File: src/pdr_defines.svh
// Constants of the PCM decoder receive interface: offsets, fields, resets, timing
`ifndef PDR_DEFINES_SVH
`define PDR_DEFINES_SVH

// System clock and time figures
`define PDR_CLK_MHZ 250
`define PDR_LOCK_TIME_MS 20
`define PDR_LOCK_CYC (`PDR_LOCK_TIME_MS * 1000 * `PDR_CLK_MHZ)
`define PDR_LOSS_TIME_US 250
`define PDR_LOSS_CYC (`PDR_LOSS_TIME_US * `PDR_CLK_MHZ)

// Word and buffer shape
`define PDR_WORD_BITS 8
`define PDR_FIFO_DEPTH 16
`define PDR_SIG_BIT 4'h7
`define PDR_FIRST_BIT 4'h0

// Register byte offsets
`define PDR_CTRL_OFS 32'h0000_0000
`define PDR_STATUS_OFS 32'h0000_0004
`define PDR_RXDATA_OFS 32'h0000_0008

// CTRL fields and reset value
`define PDR_CTRL_EN 0
`define PDR_CTRL_CCS 1
`define PDR_CTRL_RST 2'h1

// STATUS fields
`define PDR_ST_LOCKED 0
`define PDR_ST_PDOWN 1
`define PDR_ST_SIGA 2
`define PDR_ST_SIGB 3
`define PDR_ST_PINA 4
`define PDR_ST_PINB 5
`define PDR_ST_OVR 6
`define PDR_ST_NEMPTY 7
`define PDR_ST_SENSE 8

// RXDATA valid flag
`define PDR_RX_VALID 8

`endif

File: src/pdr_pkg.sv
// Types shared by the PCM decoder receive interface
`default_nettype none
package pdr_pkg;
  typedef enum logic [1:0] {
    PDR_ST_DOWN = 2'b00,
    PDR_ST_LOCKING = 2'b01,
    PDR_ST_LOCKED = 2'b10
  } pdr_lock_e;

  typedef enum logic [1:0] {
    PDR_SENSE_TRUE = 2'b00,
    PDR_SENSE_INV = 2'b01,
    PDR_SENSE_TEST = 2'b10
  } pdr_sense_e;
endpackage : pdr_pkg
`default_nettype wire

File: src/pdr_fifo_if.sv
// Valid/ready word channel through the receive buffer
`default_nettype none
interface pdr_fifo_if #(parameter int W = 8);
  logic [W-1:0] wdata;
  logic wvalid;
  logic wready;
  logic [W-1:0] rdata;
  logic rvalid;
  logic rready;

  modport prod (output wdata, output wvalid, input wready);
  modport buff (input wdata, input wvalid, output wready,
                output rdata, output rvalid, input rready);
  modport cons (input rdata, input rvalid, output rready);
endinterface : pdr_fifo_if
`default_nettype wire

File: src/pdr_sync.sv
// Two-flop synchroniser, one per bit
`default_nettype none
module pdr_sync #(parameter int W = 1)
(
  // Clock and reset
  input wire logic clk,
  input wire logic rst,
  // Asynchronous levels in, synchronised levels out
  input wire logic [W-1:0] d,
  output logic [W-1:0] q
);
  for (genvar i = 0; i < W; i++)
  begin : g_bit
    logic meta;
    always_ff @(posedge clk or posedge rst)
    begin
      if (rst)
      begin
        meta <= 1'b0;
        q[i] <= 1'b0;
      end
      else
      begin
        meta <= d[i];
        q[i] <= meta;
      end
    end
  end
endmodule : pdr_sync
`default_nettype wire

File: src/pdr_fifo.sv
// Word FIFO with valid/ready on both sides
`default_nettype none
module pdr_fifo #(parameter int W = 8, parameter int D = 16)
(
  // Clock and reset
  input wire logic clk,
  input wire logic rst,
  // Filling and draining sides
  pdr_fifo_if.buff ch
);
  localparam int AW = $clog2(D);

  logic [W-1:0] mem [D];
  logic [AW:0] wp;
  logic [AW:0] rp;
  logic full;
  logic empty;

  assign empty = (wp == rp);
  assign full = (wp[AW] != rp[AW]) && (wp[AW-1:0] == rp[AW-1:0]);
  assign ch.wready = !full;
  assign ch.rvalid = !empty;
  assign ch.rdata = mem[rp[AW-1:0]];

  always_ff @(posedge clk)
  begin
    if (ch.wvalid && !full)
      mem[wp[AW-1:0]] <= ch.wdata;
  end

  always_ff @(posedge clk or posedge rst)
  begin
    if (rst)
    begin
      wp <= '0;
      rp <= '0;
    end
    else
    begin
      if (ch.wvalid && !full)
        wp <= wp + 1'b1;
      if (ch.rready && !empty)
        rp <= rp + 1'b1;
    end
  end
endmodule : pdr_fifo
`default_nettype wire

File: src/pdr_top.sv
// PCM decoder serial receive interface with signaling outputs and AHB-Lite registers
//
// The placing of the registers and the AHB-Lite register port were left to the implementer.
`include "pdr_defines.svh"
`default_nettype none
module pdr_top #(
  parameter int unsigned LOCK_CYC = `PDR_LOCK_CYC,
  parameter int unsigned LOSS_CYC = `PDR_LOSS_CYC
)
(
  // Clock and reset
  input wire logic sys_clk,
  input wire logic rst,
  // AHB-Lite slave
  input wire logic hsel,
  input wire logic [31:0] haddr,
  input wire logic [1:0] htrans,
  input wire logic hwrite,
  input wire logic [2:0] hsize,
  input wire logic [31:0] hwdata,
  input wire logic hready,
  output logic [31:0] hrdata,
  output logic hreadyout,
  output logic hresp,
  // PCM highway
  input wire logic strobe,
  input wire logic shift_clk,
  input wire logic pcm_in,
  input wire logic ab_sel,
  input wire logic ab_in,
  // Three-level output-sense pin, as two comparator levels
  input wire logic sense_vdd,
  input wire logic sense_vss,
  // Analog stage levels shown on the pins in test mode
  input wire logic sh_level,
  input wire logic filt_level,
  // Open-drain signaling pins
  input wire logic sig_a_in,
  output logic sig_a_out,
  output logic sig_a_oe,
  input wire logic sig_b_in,
  output logic sig_b_out,
  output logic sig_b_oe,
  // Conversion stage
  output logic [`PDR_WORD_BITS-1:0] conv_word,
  output logic conv_stb,
  output logic power_down,
  output logic test_mode
);
  localparam int WB = `PDR_WORD_BITS;

  ////////////////////////////////////////////////////////////////////////////
  // Input synchronisers and edge detection

  logic [8:0] pins_s;
  logic str_s, sck_s, pcm_s, sel_s, abin_s, svdd_s, svss_s, pina_s, pinb_s;
  logic str_d, sck_d, sel_d;
  logic str_rise, str_fall, sck_fall, sel_rise, sel_fall;

  pdr_sync #(.W(9)) u_sync (
    .clk(sys_clk),
    .rst(rst),
    .d({strobe, shift_clk, pcm_in, ab_sel, ab_in, sense_vdd, sense_vss, sig_a_in, sig_b_in}),
    .q(pins_s)
  );

  assign {str_s, sck_s, pcm_s, sel_s, abin_s, svdd_s, svss_s, pina_s, pinb_s} = pins_s;

  always_ff @(posedge sys_clk or posedge rst)
  begin
    if (rst)
    begin
      str_d <= 1'b0;
      sck_d <= 1'b0;
      sel_d <= 1'b0;
    end
    else
    begin
      str_d <= str_s;
      sck_d <= sck_s;
      sel_d <= sel_s;
    end
  end

  assign str_rise = str_s && !str_d;
  assign str_fall = !str_s && str_d;
  assign sck_fall = !sck_s && sck_d;
  assign sel_rise = sel_s && !sel_d;
  assign sel_fall = !sel_s && sel_d;

  ////////////////////////////////////////////////////////////////////////////
  // Control register and sense decode

  logic [1:0] ctrl;
  logic en, ccs;
  pdr_pkg::pdr_sense_e sense;

  assign en = ctrl[`PDR_CTRL_EN];
  assign ccs = ctrl[`PDR_CTRL_CCS];

  always_comb
  begin
    if (svdd_s)
      sense = pdr_pkg::PDR_SENSE_TEST;
    else if (svss_s)
      sense = pdr_pkg::PDR_SENSE_INV;
    else
      sense = pdr_pkg::PDR_SENSE_TRUE;
  end

  ////////////////////////////////////////////////////////////////////////////
  // Strobe-locked timing: gap watchdog and lock counter

  pdr_pkg::pdr_lock_e state, next_state;
  logic [31:0] gap_cnt;
  logic [31:0] lock_cnt;
  logic lost;
  logic locked;

  // A stopped strobe or a disabled block both count as loss of reference
  assign lost = !en || (!str_rise && gap_cnt >= LOSS_CYC);
  assign locked = (state == pdr_pkg::PDR_ST_LOCKED);

  always_comb
  begin
    next_state = state;
    case (state)
      pdr_pkg::PDR_ST_DOWN:
        if (en && str_rise)
          next_state = pdr_pkg::PDR_ST_LOCKING;
      pdr_pkg::PDR_ST_LOCKING:
        if (lost)
          next_state = pdr_pkg::PDR_ST_DOWN;
        else if (lock_cnt >= LOCK_CYC - 1)
          next_state = pdr_pkg::PDR_ST_LOCKED;
      pdr_pkg::PDR_ST_LOCKED:
        if (lost)
          next_state = pdr_pkg::PDR_ST_DOWN;
      default:
        next_state = pdr_pkg::PDR_ST_DOWN;
    endcase
  end

  always_ff @(posedge sys_clk or posedge rst)
  begin
    if (rst)
      state <= pdr_pkg::PDR_ST_DOWN;
    else
      state <= next_state;
  end

  always_ff @(posedge sys_clk or posedge rst)
  begin
    if (rst)
      gap_cnt <= '0;
    else if (str_rise)
      gap_cnt <= '0;
    else if (gap_cnt != 32'hFFFF_FFFF)
      gap_cnt <= gap_cnt + 32'h1;
  end

  always_ff @(posedge sys_clk or posedge rst)
  begin
    if (rst)
      lock_cnt <= '0;
    else if (state != pdr_pkg::PDR_ST_LOCKING)
      lock_cnt <= '0;
    else
      lock_cnt <= lock_cnt + 32'h1;
  end

  ////////////////////////////////////////////////////////////////////////////
  // Serial word capture

  logic [WB-1:0] shreg;
  logic [3:0] bit_cnt;
  logic shift_on;
  logic a_cap, b_cap;
  logic frame_done;

  assign frame_done = str_fall && shift_on && (bit_cnt == 4'(WB)) && locked;

  always_ff @(posedge sys_clk or posedge rst)
  begin
    if (rst)
    begin
      shift_on <= 1'b0;
      bit_cnt <= '0;
      shreg <= '0;
      a_cap <= 1'b0;
      b_cap <= 1'b0;
    end
    else if (str_rise)
    begin
      shift_on <= 1'b1;
      bit_cnt <= '0;
    end
    else if (str_fall)
      shift_on <= 1'b0;
    else if (shift_on && str_s && sck_fall && bit_cnt < 4'(WB))
    begin
      shreg <= {shreg[WB-2:0], pcm_s};
      bit_cnt <= bit_cnt + 4'h1;
      if (bit_cnt == `PDR_FIRST_BIT)
        a_cap <= abin_s;
      if (bit_cnt == `PDR_SIG_BIT)
        b_cap <= abin_s;
    end
  end

  // Parallel hand-over to the conversion stage
  always_ff @(posedge sys_clk or posedge rst)
  begin
    if (rst)
    begin
      conv_word <= '0;
      conv_stb <= 1'b0;
    end
    else
    begin
      conv_stb <= frame_done;
      if (frame_done)
        conv_word <= shreg;
    end
  end

  ////////////////////////////////////////////////////////////////////////////
  // Signaling routing

  logic pend_a, pend_b;
  logic sig_a, sig_b;

  // Select edges wait for the word's end so the routed bit is the fresh one
  always_ff @(posedge sys_clk or posedge rst)
  begin
    if (rst)
    begin
      pend_a <= 1'b0;
      pend_b <= 1'b0;
      sig_a <= 1'b0;
      sig_b <= 1'b0;
    end
    else
    begin
      if (sel_rise)
        pend_a <= 1'b1;
      else if (frame_done)
        pend_a <= 1'b0;
      if (sel_fall)
        pend_b <= 1'b1;
      else if (frame_done)
        pend_b <= 1'b0;
      if (frame_done && ccs)
      begin
        sig_a <= a_cap;
        sig_b <= b_cap;
      end
      else if (frame_done)
      begin
        if (pend_a)
          sig_a <= shreg[0];
        if (pend_b)
          sig_b <= shreg[0];
      end
    end
  end

  // Open drain: only ever pull low, release for a high level
  always_ff @(posedge sys_clk or posedge rst)
  begin
    if (rst)
    begin
      sig_a_out <= 1'b0;
      sig_b_out <= 1'b0;
      sig_a_oe <= 1'b0;
      sig_b_oe <= 1'b0;
      power_down <= 1'b1;
      test_mode <= 1'b0;
    end
    else
    begin
      sig_a_out <= 1'b0;
      sig_b_out <= 1'b0;
      power_down <= (state == pdr_pkg::PDR_ST_DOWN);
      test_mode <= (sense == pdr_pkg::PDR_SENSE_TEST);
      case (sense)
        pdr_pkg::PDR_SENSE_TEST:
        begin
          sig_a_oe <= !filt_level;
          sig_b_oe <= !sh_level;
        end
        pdr_pkg::PDR_SENSE_INV:
        begin
          sig_a_oe <= locked && sig_a;
          sig_b_oe <= locked && sig_b;
        end
        default:
        begin
          sig_a_oe <= locked && !sig_a;
          sig_b_oe <= locked && !sig_b;
        end
      endcase
    end
  end

  ////////////////////////////////////////////////////////////////////////////
  // Receive buffer

  pdr_fifo_if #(.W(WB)) fch ();
  logic ovr;
  logic pop;

  pdr_fifo #(.W(WB), .D(`PDR_FIFO_DEPTH)) u_fifo (
    .clk(sys_clk),
    .rst(rst),
    .ch(fch.buff)
  );

  // One staging word; a new frame while it still waits is an overrun
  always_ff @(posedge sys_clk or posedge rst)
  begin
    if (rst)
    begin
      fch.wvalid <= 1'b0;
      fch.wdata <= '0;
    end
    else if (frame_done)
    begin
      fch.wvalid <= 1'b1;
      fch.wdata <= shreg;
    end
    else if (fch.wready)
      fch.wvalid <= 1'b0;
  end

  ////////////////////////////////////////////////////////////////////////////
  // AHB-Lite slave

  logic ap;
  logic dp_wr;
  logic [31:0] dp_addr;
  logic [31:0] rd_mux;

  assign ap = hsel && htrans[1] && hready;
  assign pop = ap && !hwrite && (haddr == `PDR_RXDATA_OFS);
  assign fch.rready = pop;

  always_comb
  begin
    rd_mux = '0;
    case (haddr)
      `PDR_CTRL_OFS:
        rd_mux[1:0] = ctrl;
      `PDR_STATUS_OFS:
      begin
        rd_mux[`PDR_ST_LOCKED] = locked;
        rd_mux[`PDR_ST_PDOWN] = (state == pdr_pkg::PDR_ST_DOWN);
        rd_mux[`PDR_ST_SIGA] = sig_a;
        rd_mux[`PDR_ST_SIGB] = sig_b;
        rd_mux[`PDR_ST_PINA] = pina_s;
        rd_mux[`PDR_ST_PINB] = pinb_s;
        rd_mux[`PDR_ST_OVR] = ovr;
        rd_mux[`PDR_ST_NEMPTY] = fch.rvalid;
        rd_mux[`PDR_ST_SENSE+1:`PDR_ST_SENSE] = sense;
      end
      `PDR_RXDATA_OFS:
      begin
        rd_mux[WB-1:0] = fch.rvalid ? fch.rdata : '0;
        rd_mux[`PDR_RX_VALID] = fch.rvalid;
      end
      default:
        rd_mux = '0;
    endcase
  end

  always_ff @(posedge sys_clk or posedge rst)
  begin
    if (rst)
    begin
      dp_wr <= 1'b0;
      dp_addr <= '0;
      hrdata <= '0;
      hreadyout <= 1'b0;
      hresp <= 1'b0;
    end
    else
    begin
      hreadyout <= 1'b1;
      hresp <= 1'b0;
      dp_wr <= ap && hwrite;
      if (ap)
        dp_addr <= haddr;
      if (ap && !hwrite)
        hrdata <= rd_mux;
    end
  end

  always_ff @(posedge sys_clk or posedge rst)
  begin
    if (rst)
      ctrl <= `PDR_CTRL_RST;
    else if (dp_wr && dp_addr == `PDR_CTRL_OFS)
      ctrl <= hwdata[1:0];
  end

  // Overrun is sticky, write one to clear; a new overrun wins over the clear
  always_ff @(posedge sys_clk or posedge rst)
  begin
    if (rst)
      ovr <= 1'b0;
    else if (frame_done && fch.wvalid && !fch.wready)
      ovr <= 1'b1;
    else if (dp_wr && dp_addr == `PDR_STATUS_OFS && hwdata[`PDR_ST_OVR])
      ovr <= 1'b0;
  end
endmodule : pdr_top
`default_nettype wire

File: config.mk
export PLATFORM = sky130hd
export DESIGN_NAME = pdr_top
export DESIGN_NICKNAME = d
export VERILOG_FILES = /design/src/pdr_pkg.sv /design/src/pdr_fifo_if.sv /design/src/pdr_sync.sv /design/src/pdr_fifo.sv /design/src/pdr_top.sv
export VERILOG_INCLUDE_DIRS = /design/src /design/src/src
export SDC_FILE = /design/constraint.sdc
export NUM_CORES = 1
export LEC_CHECK = 0
export BUFFER_PORTS_ARGS = -buffer_cell sky130_fd_sc_hd__buf_2
export CORE_MARGIN = 3
export CORE_UTILIZATION = 30
export CTS_BUF_LIST = sky130_fd_sc_hd__clkbuf_4
export CTS_CLUSTER_SIZE = 8
export DETAILED_ROUTE_END_ITERATION = 10
export PLACE_DENSITY = 0.46
export SLEW_MARGIN = 20
export SYNTH_ARGS = -nofsm -noshare
export SYNTH_HDL_FRONTEND = slang
export SYNTH_SLANG_ARGS = --single-unit
File: constraint.sdc
create_clock -name sys_clk -period 15 [get_ports sys_clk]
set_input_delay 0.75 -clock sys_clk [delete_from_list [all_inputs] [get_ports sys_clk]]
set_output_delay 0.75 -clock sys_clk [all_outputs]
set_load 0.05 [all_outputs]
==> results.cfg <==
[sta]
relSlewSlack_pct = 50.9
fmax_ghz = 0.349
final-setup-viol-count = 0
hold_viol = 0
worstMarginPinSlew_ps = 737
rsz0062_at_grt = false
min_period_ps = 2860
tns_ps = 0
final.period_utilization_pct = 19.1
drv_slew = 0
fin_skew_ps = 52.9

[pwr]
p_leak_nw = 5.73
power.density_mw_per_mm2 = 117
switching_power_w = 0.000420
switching_share_pct = 23.4
p_seq_share_pct = 50.9
pwr-share-clk_pct = 44.4
comb_power_share_pct = 4.7
ir_worst_vdd_uv = 57.6
p_int_w = 0.00137

[worst_setup_path]
crit_fanout = 13
reg2reg_slack_ps = 12140
reg2reg_depth = 5
reg2reg_to = u_fifo.mem[1][3]
arrival_ps = 3220
crit_required_ps = 15360
end_kind = flop
max_stage_delay_ps = 600
cp-startpoint = u_fifo.wp[3]
crit_slowest_cell = a21boi_1
crit_family = simple AND/OR/NAND/NOR gates
path_class = flop to flop
cp_num_buf_inv = 0
path_cells = xor2_1, nor4_2, a21boi_1, nor2b_1, and3b_1
crit_path_start_kind = flop
r2r-start = u_fifo.wp[3]

[synthesis]
synth_compound_area_share_pct = 5.62
yosysTopAreaCell = dfrtp_1
yosysSeqAreaShare_pct = 62.3
synthDominantCellAreaShare_pct = 33.0
yosys_warnings = 0
yosysUniqueCellTypes = 64
ys.flop_type = dfrtp_1
ys_seq_elements = 305
async_flop_share_pct = 58.0
avgSynthCellArea_um2 = 13.3
synth_common_cells = dfrtp_1 (175), edfxtp_1 (128), nand2_1 (61)
synth_most_common_cell = dfrtp_1
synth.mux.area_fraction_pct = 10.6
synthTopCellsByArea = dfrtp_1 (33%), edfxtp_1 (29%), mux4_2 (5.4%)
synthAdderAreaFrac_pct = 1.13
synth_xor_area_share_pct = 3.10
synth_cells = 997
yosys.area_share.simple_pct = 13.6
synth_top_family_by_area = simple AND/OR/NAND/NOR gates
synth_edf_count = 128
netlist_area_mm2 = 0.0133

[global_route]
grt_pass1_wl_mm = 49.8
grt_max_degree = 100
grt_pass1_vias = 8755
grt_usage_pct = 13.6
antenna_found_initial = 1
overflow = 0

[drt]
vias = 8405
vias_per_cell = 4.72
wl_per_cell_um = 17.5
drcViolationCount = 0
totalWireLength_mm = 31.1
drt_iter0_drc = 523
first_pass_iters = 5
ant_nets = 0

[die]
rows = 76
io_pins = 134
die_h_um = 216
initial_core_util_pct = 30.6
coreArea_mm2 = 0.0435
dieArea_mm2 = 0.0469
die_x_um = 216

[clocking]
ctsHtreeMaxLevel = 3
cts_tree = done
cts_sinks = 305
insertion_delay_ps = 720
cts_setup_buffers = 0
cts.path.max_buffers = 3
clkTransAtPathRegs_ps = 80
cts_made_buffers = 85
cts_resized = 0
cts_root_buf = clkbuf_4
hold_buffers = 0

[status]
status = finished, final reports clean

[finish]
nNetsFinal = 1224
fillers = 4277
postLayoutCellArea_mm2 = 0.0154
syn_to_final_growth_pct = 15.5
drive_gt1_share_pct = 27.1

[run]
drv_cap = 0

[min_path]
hold_depth = 1
hp-start = sig_b_in
holdPathEnd = u_sync.g_bit[0].meta
min_path_type = input pin to flop

[placed_design]
place_area_mm2 = 0.0142
io_buffers = 75
gp_congestion = 0.738
dp_hpwl_mm = 19.9
-- through the flow --
| stage | cells | utilization, % | setup slack (ps) | total power, W | hold WS, ps |
|---|---|---|---|---|---|
| 2_1_floorplan | 1021 | - | 9450 | 0.000992 | 331 |
| 3_3_place_gp | 1625 | 32.7 | 11730 | 0.00101 | 336 |
| 3_5_place_dp | 1625 | 32.7 | 11710 | 0.00102 | 335 |
| 4_1_cts | 1781 | 35.3 | 12130 | 0.00183 | 39.9 |
| 5_1_grt | 1782 | 35.3 | 11850 | 0.00189 | 68.2 |
| 6_report | 1782 | 35.3 | 12140 | 0.00179 | 140 |
-- layout by cell type (no fill, tap or decap), types with 16 or more instances in the layout --
cell type	n
a21oi_1	36
and2_1	21
buf_2	75
clkbuf_4	138
conb_1	26
dfrtp_1	174
edfxtp_1	128
inv_1	26
mux2_2	50
mux4_2	32
nand2_1	61
nand3_1	25
nand4_1	24
nor2_1	60
nor2b_1	19
nor4_1	27
o21ai_0	26
xnor2_1	31
xor2_1	16
-- flip-flops by register name, summed over array words and instances (netlist names), 9 cells and up --
signal,flops
dp_addr,32
lock_cnt,32
u_fifo.mem,128
u_sync.g_bit.meta,9
hrdata,10
gap_cnt,32
u_sync.q,9
-- layout make-up --
class	count	area, um2	area share [%]
Multi-Input combinational cell	624	4630	30.1
Sequential cell	305	8280	53.9
Tap cell	585	732	4.77
Antenna cell	1	2.50	0.0163
Clock inverter	18	123	0.799
Clock buffer	138	1040	6.75
Timing Repair Buffer	84	447	2.91
Inverter	27	109	0.709
-- metal layers --
metal	vias to the layer above	share of wire [%]	global-route usage, %
met5	-	0	0
met1	4183	48	19.0
met4	0	1.9	5.21
li1	3993	-	-
met2	185	45	20.7
met3	44	4.4	3.01
-- cell families after synthesis --
logic type               count (synthesis)
AND/OR/NAND/NOR                        329
flip-flops                             305
AO/OA/AOI/OAI                          116
multiplexers                            94
buffers and inverters                   92
XOR/XNOR                                47
adder cells (fa/ha/maj)                 12
other                                    2
-- power by group through the flow --
stage / Combinational (W) / Sequential [W] / Clock [W]
2_1_floorplan: 0.0000672 / 0.000925 / 0
3_3_place_gp: 0.0000849 / 0.000929 / 0
3_5_place_dp: 0.0000862 / 0.000930 / 0
4_1_cts: 0.0000866 / 0.000913 / 0.000833
5_1_grt: 0.0000956 / 0.000917 / 0.000880
6_report: 0.0000842 / 0.000913 / 0.000796
-- worst max-delay path by stage --
stage	end	cells past startpoint
after global placement	u_fifo.rp[1]	6
after floorplan	a_cap	1
after CTS	u_fifo.mem[0][0]	5
final	u_fifo.mem[1][3]	5
after global routing	u_fifo.mem[0][7]	5
after detailed placement	u_fifo.rp[1]	6
-- worst reg2reg max path: stages (launching register included) --
cell	delay (ps)
dfrtp_1	580
xor2_1	220
nor4_2	100
a21boi_1	600
nor2b_1	430
and3b_1	550
(Power assumes the default switching activity.)
